$ cat config.mk
export PLATFORM = sky130hd
export DESIGN_NAME = clu_top
export DESIGN_NICKNAME = d
export VERILOG_FILES = /design/src/design/clu_top.v
export VERILOG_INCLUDE_DIRS = /design/src /design/src/design
export SDC_FILE = /design/constraint.sdc
export NUM_CORES = 1
export LEC_CHECK = 0
export ABC_AREA = 1
export BUFFER_PORTS_ARGS = -buffer_cell sky130_fd_sc_hd__buf_2
export CAP_MARGIN = 30
export CORE_AREA = 2 2 121 123
export CTS_CLUSTER_DIAMETER = 200
export DETAILED_ROUTE_END_ITERATION = 10
export DIE_AREA = 0 0 123 125
export SLEW_MARGIN = 20
export SYNTH_ARGS = -nofsm -noshare
export SYNTH_HDL_FRONTEND = slang
export SYNTH_SLANG_ARGS = --single-unit
export TNS_END_PERCENT = 10
$ cat constraint.sdc
create_clock -name clk_i -period 1.42 [get_ports clk_i]
set_input_delay 0.142 -clock clk_i [delete_from_list [all_inputs] [get_ports clk_i]]
set_output_delay 0.142 -clock clk_i [all_outputs]
set_load 0.03 [all_outputs]
$ cat src/design/clu_defs.vh
// register map, field positions and reset values of the custom logic unit
// assumes a 32-bit classic wishbone slave with word-aligned byte addresses
`ifndef CLU_DEFS_VH
`define CLU_DEFS_VH
`define CLU_ADR_CTRL 6'h00
`define CLU_ADR_SEQ 6'h08
`define CLU_ADR_STAT 6'h0C
`define CLU_ADR_LUT0 6'h10
`define CLU_ADR_LUT1 6'h14
`define CLU_ADR_LUT2 6'h18
`define CLU_ADR_LUT3 6'h1C
`define CLU_CTRL_SWRST 0
`define CLU_CTRL_ENABLE 1
`define CLU_CTRL_TCALT 2
`define CLU_LUT_ENABLE 1
`define CLU_LUT_SEL_LO 4
`define CLU_LUT_SEL_HI 7
`define CLU_LUT_TRUTH_LO 8
`define CLU_LUT_TRUTH_HI 15
`define CLU_LUT_W 16
`define CLU_SEQ_W 4
`define CLU_SEQ_NONE 2'h0
`define CLU_SEQ_DFF 2'h1
`define CLU_SEQ_JK 2'h2
`define CLU_SEQ_RS 2'h3
`define CLU_SEL_TC 4'h8
`define CLU_ZERO32 32'h00000000
`define CLU_CTRL_RST 3'h0
`define CLU_SEQ_RST 4'h0
`define CLU_LUT_RST 16'h0000
`define CLU_HELD_ALL 4'hF
`define CLU_Q_RST 2'h0
`define CLU_OUT_RST 4'h0
`define CLU_PIN_RST 12'h000
`define CLU_TMR_RST 5'h00
`endif

$ cat src/design/clu_top.v
// custom logic unit: four lookup tables, two sequential elements, wishbone slave
// assumes clk_i is the peripheral clock and table inputs arrive from pins/timers
// outside inputs reach the tables only through two-flop synchronisers
`timescale 1ns/1ps
`include "clu_defs.vh"

module clu_top (
  input wire clk_i,
  input wire rst_i,
  input wire wb_cyc_i,
  input wire wb_stb_i,
  input wire wb_we_i,
  input wire [5:0] wb_adr_i,
  input wire [3:0] wb_sel_i,
  input wire [31:0] wb_dat_i,
  output reg [31:0] wb_dat_o,
  output wire wb_ack_o,
  input wire [11:0] pin_in_i,
  input wire [4:0] timer_in_i,
  output reg [3:0] lut_out_o,
  output reg prot_err_o
);
  reg [2:0] ctrl; // soft reset unused, enable, timer alternate
  reg [`CLU_SEQ_W-1:0] seq;
  reg [`CLU_LUT_W-1:0] lut0;
  reg [`CLU_LUT_W-1:0] lut1;
  reg [`CLU_LUT_W-1:0] lut2;
  reg [`CLU_LUT_W-1:0] lut3;
  reg [3:0] held; // per-table sequential reset hold
  reg [1:0] q; // sequential element state, pair 0 and pair 1
  reg ack;
  reg [11:0] pin_s1;
  reg [11:0] pin_s2;
  reg [4:0] tmr_s1;
  reg [4:0] tmr_s2;
  reg [3:0] next_held;
  reg [3:0] tin;
  reg [3:0] lut_raw;
  reg [3:0] next_lut_out;
  reg [31:0] next_rdata;

  // address match for one register of the map
  function adr_hit;
    input [5:0] adr;
    input [5:0] reg_adr;
    begin
      adr_hit = (adr == reg_adr);
    end
  endfunction

  // a request is taken once, on the edge before ack rises
  wire acc = wb_cyc_i & wb_stb_i & ~ack;
  wire wr = acc & wb_we_i & wb_sel_i[0];
  // global and per-table enables
  wire glob_en = ctrl[`CLU_CTRL_ENABLE];
  wire [3:0] en = {lut3[`CLU_LUT_ENABLE], lut2[`CLU_LUT_ENABLE],
                   lut1[`CLU_LUT_ENABLE], lut0[`CLU_LUT_ENABLE]};
  wire wr_ctrl = wr & adr_hit(wb_adr_i, `CLU_ADR_CTRL);
  // configuration writes pass only while the unit is globally off
  wire wr_open = wr & ~glob_en;
  wire wr_seq = wr_open & adr_hit(wb_adr_i, `CLU_ADR_SEQ);
  wire wr_lut0 = wr_open & adr_hit(wb_adr_i, `CLU_ADR_LUT0);
  wire wr_lut1 = wr_open & adr_hit(wb_adr_i, `CLU_ADR_LUT1);
  wire wr_lut2 = wr_open & adr_hit(wb_adr_i, `CLU_ADR_LUT2);
  wire wr_lut3 = wr_open & adr_hit(wb_adr_i, `CLU_ADR_LUT3);

  // rewriting the global enable while already on frees re-enabled tables
  wire rearm = wr_ctrl & wb_dat_i[`CLU_CTRL_ENABLE] & glob_en;

  // table evaluation: three selected inputs index the truth table
  // a disabled table always evaluates to zero
  function lut_eval;
    input [`CLU_LUT_W-1:0] cfg;
    input [2:0] ins;
    reg [7:0] truth;
    begin
      truth = cfg[`CLU_LUT_TRUTH_HI:`CLU_LUT_TRUTH_LO];
      lut_eval = cfg[`CLU_LUT_ENABLE] & truth[ins];
    end
  endfunction

  // gather three pin inputs, or the timer input when selected
  // only input 0 of a table can be replaced by its timer
  function [2:0] lut_ins;
    input [`CLU_LUT_W-1:0] cfg;
    input [2:0] pins;
    input t;
    begin
      if (cfg[`CLU_LUT_SEL_HI:`CLU_LUT_SEL_LO] == `CLU_SEL_TC)
        lut_ins = {pins[2:1], t};
      else
        lut_ins = pins;
    end
  endfunction

  // two-stage synchroniser for the pin inputs
  always @(posedge clk_i) begin
    if (rst_i) begin
      pin_s1 <= `CLU_PIN_RST;
      pin_s2 <= `CLU_PIN_RST;
    end else begin
      pin_s1 <= pin_in_i;
      pin_s2 <= pin_s1;
    end
  end

  // two-stage synchroniser for the timer inputs
  always @(posedge clk_i) begin
    if (rst_i) begin
      tmr_s1 <= `CLU_TMR_RST;
      tmr_s2 <= `CLU_TMR_RST;
    end else begin
      tmr_s1 <= timer_in_i;
      tmr_s2 <= tmr_s1;
    end
  end

  // timer routing per selection
  // the default routing is shifted by one instance on this silicon
  always @* begin
    if (ctrl[`CLU_CTRL_TCALT])
      tin = tmr_s2[3:0];
    else
      tin = {tmr_s2[2], tmr_s2[1], tmr_s2[0], tmr_s2[4]};
  end

  // combinational table outputs
  // each table takes three synchronised pins, bits 3n+2..3n
  always @* begin
    lut_raw[0] = lut_eval(lut0, lut_ins(lut0, pin_s2[2:0], tin[0]));
    lut_raw[1] = lut_eval(lut1, lut_ins(lut1, pin_s2[5:3], tin[1]));
    lut_raw[2] = lut_eval(lut2, lut_ins(lut2, pin_s2[8:6], tin[2]));
    lut_raw[3] = lut_eval(lut3, lut_ins(lut3, pin_s2[11:9], tin[3]));
  end

  // hold sets while a table is off and stays set until the global enable
  // is rewritten with the table back on
  always @* begin
    next_held = held | ~en;
    if (rearm)
      next_held = next_held & ~en;
  end

  // per-table hold; set from reset so no element runs before configuration
  always @(posedge clk_i) begin
    if (rst_i)
      held <= `CLU_HELD_ALL;
    else
      held <= next_held;
  end

  // global control; the soft reset bit is a strobe and is never stored
  always @(posedge clk_i) begin
    if (rst_i)
      ctrl <= `CLU_CTRL_RST;
    else if (wr_ctrl)
      ctrl <= {wb_dat_i[`CLU_CTRL_TCALT], wb_dat_i[`CLU_CTRL_ENABLE], 1'b0};
  end

  // sequencer modes, writable only while the unit is off
  always @(posedge clk_i) begin
    if (rst_i)
      seq <= `CLU_SEQ_RST;
    else if (wr_seq)
      seq <= wb_dat_i[`CLU_SEQ_W-1:0];
  end

  // table 0 control, locked by the global enable
  always @(posedge clk_i) begin
    if (rst_i)
      lut0 <= `CLU_LUT_RST;
    else if (wr_lut0)
      lut0 <= wb_dat_i[`CLU_LUT_W-1:0];
  end

  // table 1 control, locked by the global enable
  always @(posedge clk_i) begin
    if (rst_i)
      lut1 <= `CLU_LUT_RST;
    else if (wr_lut1)
      lut1 <= wb_dat_i[`CLU_LUT_W-1:0];
  end

  // table 2 control, locked by the global enable
  always @(posedge clk_i) begin
    if (rst_i)
      lut2 <= `CLU_LUT_RST;
    else if (wr_lut2)
      lut2 <= wb_dat_i[`CLU_LUT_W-1:0];
  end

  // table 3 control, locked by the global enable
  always @(posedge clk_i) begin
    if (rst_i)
      lut3 <= `CLU_LUT_RST;
    else if (wr_lut3)
      lut3 <= wb_dat_i[`CLU_LUT_W-1:0];
  end

  // protection error pulse on soft reset write
  // it rises for a soft reset request even though nothing is reset
  always @(posedge clk_i) begin
    if (rst_i)
      prot_err_o <= 1'b0;
    else
      prot_err_o <= wr_ctrl & wb_dat_i[`CLU_CTRL_SWRST];
  end

  // an element is cleared while its table is held or the unit is off
  wire clr0 = held[0] | ~glob_en;
  wire clr1 = held[2] | ~glob_en;

  // sequencer mode of each element
  wire [1:0] mode0 = seq[1:0];
  wire [1:0] mode1 = seq[3:2];

  // next state of one sequential element
  function seq_next;
    input [1:0] mode;
    input cur;
    input a;
    input b;
    begin
      case (mode)
        `CLU_SEQ_DFF: seq_next = a;
        `CLU_SEQ_JK: seq_next = (a & ~cur) | (~b & cur);
        `CLU_SEQ_RS: seq_next = a | cur; // reset input ignored
        default: seq_next = cur;
      endcase
    end
  endfunction

  // sequential elements; each pair uses even table as data/set, odd as clear in JK mode (RS mode ignores the odd table)
  always @(posedge clk_i) begin
    if (rst_i) begin
      q <= `CLU_Q_RST;
    end else begin
      if (clr0)
        q[0] <= 1'b0;
      else
        q[0] <= seq_next(mode0, q[0], lut_raw[0], lut_raw[1]);
      if (clr1)
        q[1] <= 1'b0;
      else
        q[1] <= seq_next(mode1, q[1], lut_raw[2], lut_raw[3]);
    end
  end

  // even tables show their element once a sequencer mode is chosen
  always @* begin
    // nothing leaves the unit while it is globally off
    next_lut_out[0] = ((mode0 == `CLU_SEQ_NONE) ? lut_raw[0] : q[0]) & glob_en;
    next_lut_out[1] = lut_raw[1] & glob_en;
    next_lut_out[2] = ((mode1 == `CLU_SEQ_NONE) ? lut_raw[2] : q[1]) & glob_en;
    next_lut_out[3] = lut_raw[3] & glob_en;
  end

  // registered table outputs
  always @(posedge clk_i) begin
    if (rst_i)
      lut_out_o <= `CLU_OUT_RST;
    else
      lut_out_o <= next_lut_out;
  end

  // read data for the addressed register; zero outside a read
  always @* begin
    next_rdata = `CLU_ZERO32;
    if (acc & ~wb_we_i) begin
      case (wb_adr_i)
        `CLU_ADR_CTRL: next_rdata = {29'h0, ctrl};
        `CLU_ADR_SEQ: next_rdata = {28'h0, seq};
        `CLU_ADR_STAT: next_rdata = {26'h0, q, held};
        `CLU_ADR_LUT0: next_rdata = {16'h0, lut0};
        `CLU_ADR_LUT1: next_rdata = {16'h0, lut1};
        `CLU_ADR_LUT2: next_rdata = {16'h0, lut2};
        `CLU_ADR_LUT3: next_rdata = {16'h0, lut3};
        default: next_rdata = `CLU_ZERO32;
      endcase
    end
  end

  // single-cycle ack; read data stands only in the ack cycle
  always @(posedge clk_i) begin
    if (rst_i) begin
      ack <= 1'b0;
      wb_dat_o <= `CLU_ZERO32;
    end else begin
      // ack falls the cycle after it rose because acc masks it
      ack <= acc;
      wb_dat_o <= next_rdata;
    end
  end
  assign wb_ack_o = ack;
endmodule

==> flow_summary.toml <==
[timing]
rsz0062_at_grt = "true"
drv_slew = 0
finalHoldViolCount = 0
fmax_mhz = 690.1
fin_skew_ns = 0.005913
layout_min_cycle_time_ns = 1.449
period_share = 1.020
setup_ws_ns = -0.02904
finalSetupViolations = 4

[cells_and_area]
final.fill_count = 1394
areaGrowthSynthToFinish_pct = 35.35
drive_above_1_share = 0.2810
multi_input_area_sq_um = 2409
postLayoutCoreUtil = 0.5302
nets = 955
n_antenna_cell = 0
final_cell_count_no_fill = 1088
seq_area_sq_um = 2650
stdcell_area_sq_um = 7531

[setup_path]
required_ns = 1.78
endpoint_kind = "flip-flop"
cpMostUsedCell = "nand2_1"
crit_type = "flip-flop to flip-flop"
cp_slowest_cell = "dfxtp_4"
cp_cell_sequence = "buf_6 -> nand2_4 -> inv_2 -> nor2_1 -> nand2_1 -> nand2_1 -> nand2_1 -> nand3_1 -> nand3b_1 -> nand4_1 -> nand2_1 -> a21oi_1"
crit_path_start_kind = "flip-flop"
crit_fanout = 5
crit_arrival_ns = 1.81
cpPeakStageDelay_ns = 0.37

[pwr]
power.leakage_nw = 3.270
vdd_drop_max_mv = 0.7942
powerDensity_nw_per_um2 = 1233

[clock_network]
cts.root.buffer_cell = "clkbuf_16"
clk_latency_ns = 0.42
cts_made_buffers = 17
path_clk_slew_ns = 0.06
cts.path.max_buffers = 2
htree_levels = 4
cts_tree = "built"
cts_sinks = 132

[place]
dpl_cell_area_sq_um = 6426
dp_hpwl_mm = 11.15
gp_congestion = 0.8550
io_buffer_count = 66
place_inst = 1036

[synthesis]
netlist_instances = 745
ys.flop_type = "dfxtp_1"
avgSynthCellArea_sq_um = 7.469
synth_edf_count = 0
yosys_warnings = 0
ys_types = 31
synthArstFlopShare = 0
synth.yosys.seq_area_share = 0.4749
synth_area_sq_um = 5564
ys_seq_elements = 132

[detailed_routing]
ant_nets = 0
drt-wirelength-per-cell_um = 14.07
firstDrtPassIters = 5
viasPerCell = 4.779
drt_wl_total_mm = 15.31
drt-initial-drc-count = 444
drc_errors = 0
vias = 5200

[job]
drv_cap = 0

[status]
status = "complete, but fails checks"
failed_checks = "setup timing"

[floorplan]
die_w_um = 123
rows = 44
fp.dieArea_sq_um = 15380
initial_core_util = 0.3917
die_h_um = 125
core_area_sq_um = 14200
pin_count = 102

[hold_path]
hold_path_class = "input port to flip-flop"

[grt]
overflow = 0
grt_pass1_vias = 4778
grt_use_total = 0.2052
grt_pass1_wl_mm = 24.17
antenna_found_initial = 0
grt_max_degree = 63
==> per-layer routing <==
metal	track usage	wire length (um)
met5	0	0
met3	0.03923	1053
met1	0.2863	7053
met2	0.3130	6894
met4	0.07821	310
==> kinds of logic after synthesis <==
group           share of synthesized area
compound gates                     0.1873
buf+inv                            0.1378
flops                              0.4749
other cells                     0.0006740
simple gates                       0.1992
==> worst max-delay path, delay by kind of cell (launching register included) <==
kind,cells,cell delay [ns]
compound gates,1,0.12
flops,1,0.37
buf+inv,2,0.17
simple gates,9,0.73
==> Yosys cell counts (7+ instances only) <==
cell,number,area (sq um)
o22ai_1,12,75.07
buf_6,8,90.09
nand2_1,108,405.4
inv_2,7,26.28
clkbuf_1,11,41.29
o21ai_1,10,50.05
dfxtp_1,132,2643
a21oi_1,84,420.4
nand3_1,42,210.2
buf_4,17,127.6
nor2_1,81,304.0
o21ai_0,66,330.3
inv_1,119,446.7
==> area by class of cell <==
cell class,count,share of cell area
Sequential cell,132,0.3519
Clock inverter,15,0.03373
Inverter,128,0.06712
Multi-Input combinational cell,459,0.3198
Clock buffer,17,0.05649
Timing Repair Buffer,153,0.1404
Tap cell,184,0.03057
==> layout by cell type (no fill, tap or decap), types with 3 or more instances in the layout <==
cell,n
a21oi_1,80
a21oi_2,8
a221oi_1,6
a22oi_1,3
buf_2,66
buf_4,66
bufinv_16,6
clkbuf_16,17
clkinv_4,3
clkinvlp_4,3
conb_1,16
dfxtp_1,128
dfxtp_2,3
dlygate4sd3_1,18
inv_1,116
inv_2,5
inv_6,5
nand2_1,81
nand2_2,24
nand2_4,5
nand3_1,35
nand3_2,8
nand4_1,5
nor2_1,72
nor2_2,6
nor2_4,9
o21ai_0,35
o21ai_1,35
o21ai_2,9
o22ai_1,12
==> path summary, 6_finish.rpt <==
check,endpoint,slack [ns],depth (start not counted),startpoint
setup / recovery,q[0]$_SDFFE_PP0P_,-0.03,12,ctrl[2]$_SDFFE_PP0N_
hold / removal,lut2[12]$_SDFFE_PP0P_,0.06,3,wb_dat_i[12]
setup reg to reg,q[0]$_SDFFE_PP0P_,-0.03,12,ctrl[2]$_SDFFE_PP0N_
hold reg to reg,pin_s2[0]$_SDFF_PP0_,0.40,2,pin_s1[0]$_SDFF_PP0_
==> through the flow <==
| stage | worst slack [ns] | TNS [ns] | power [mW] | hold slack (ns) |
|---|---|---|---|---|
| after floorplan | 0.01626 | 0 | 4.139 | 0.2327 |
| after global placement | -0.1671 | -2.912 | 4.281 | 0.3457 |
| after detailed placement | -0.1909 | -4.388 | 4.285 | 0.3466 |
| after CTS | -0.01520 | -0.01959 | 9.328 | 0.03874 |
| after global routing | -0.1312 | -2.073 | 9.562 | 0.06970 |
| final | -0.02904 | -0.05344 | 9.289 | 0.06199 |
==> power by group <==
group / total (mW) / internal, mW / switching, mW / leakage [nW]
sequential: 3.78 / 3.75 / 0.0255 / 1.07
combinational: 0.498 / 0.189 / 0.308 / 1.88
clock: 5.02 / 3.31 / 1.71 / 0.322
total: 9.29 / 7.25 / 2.04 / 3.27
==> registers in the layout, summed over array words and instances, names as in the netlist, 4 cells and up <==
register	flops
pin_s2	12
lut0	16
lut2	16
seq	4
lut1	16
tmr_s2	5
lut3	16
wb_dat_o	16
held	4
lut_out_o	4
tmr_s1	5
pin_s1	12
==> repair_timing <==
action                                 4_1_cts  5_1_grt
hold buffers                                18        0
gates resized for setup                     15       95
gates cloned                                 0        1
endpoints found under the hold margin       19        0
buffers inserted                             0        1
setup endpoints to repair                   29       78
pin swaps                                    0       32
Note: power is estimated with default switching activity, not from simulation.
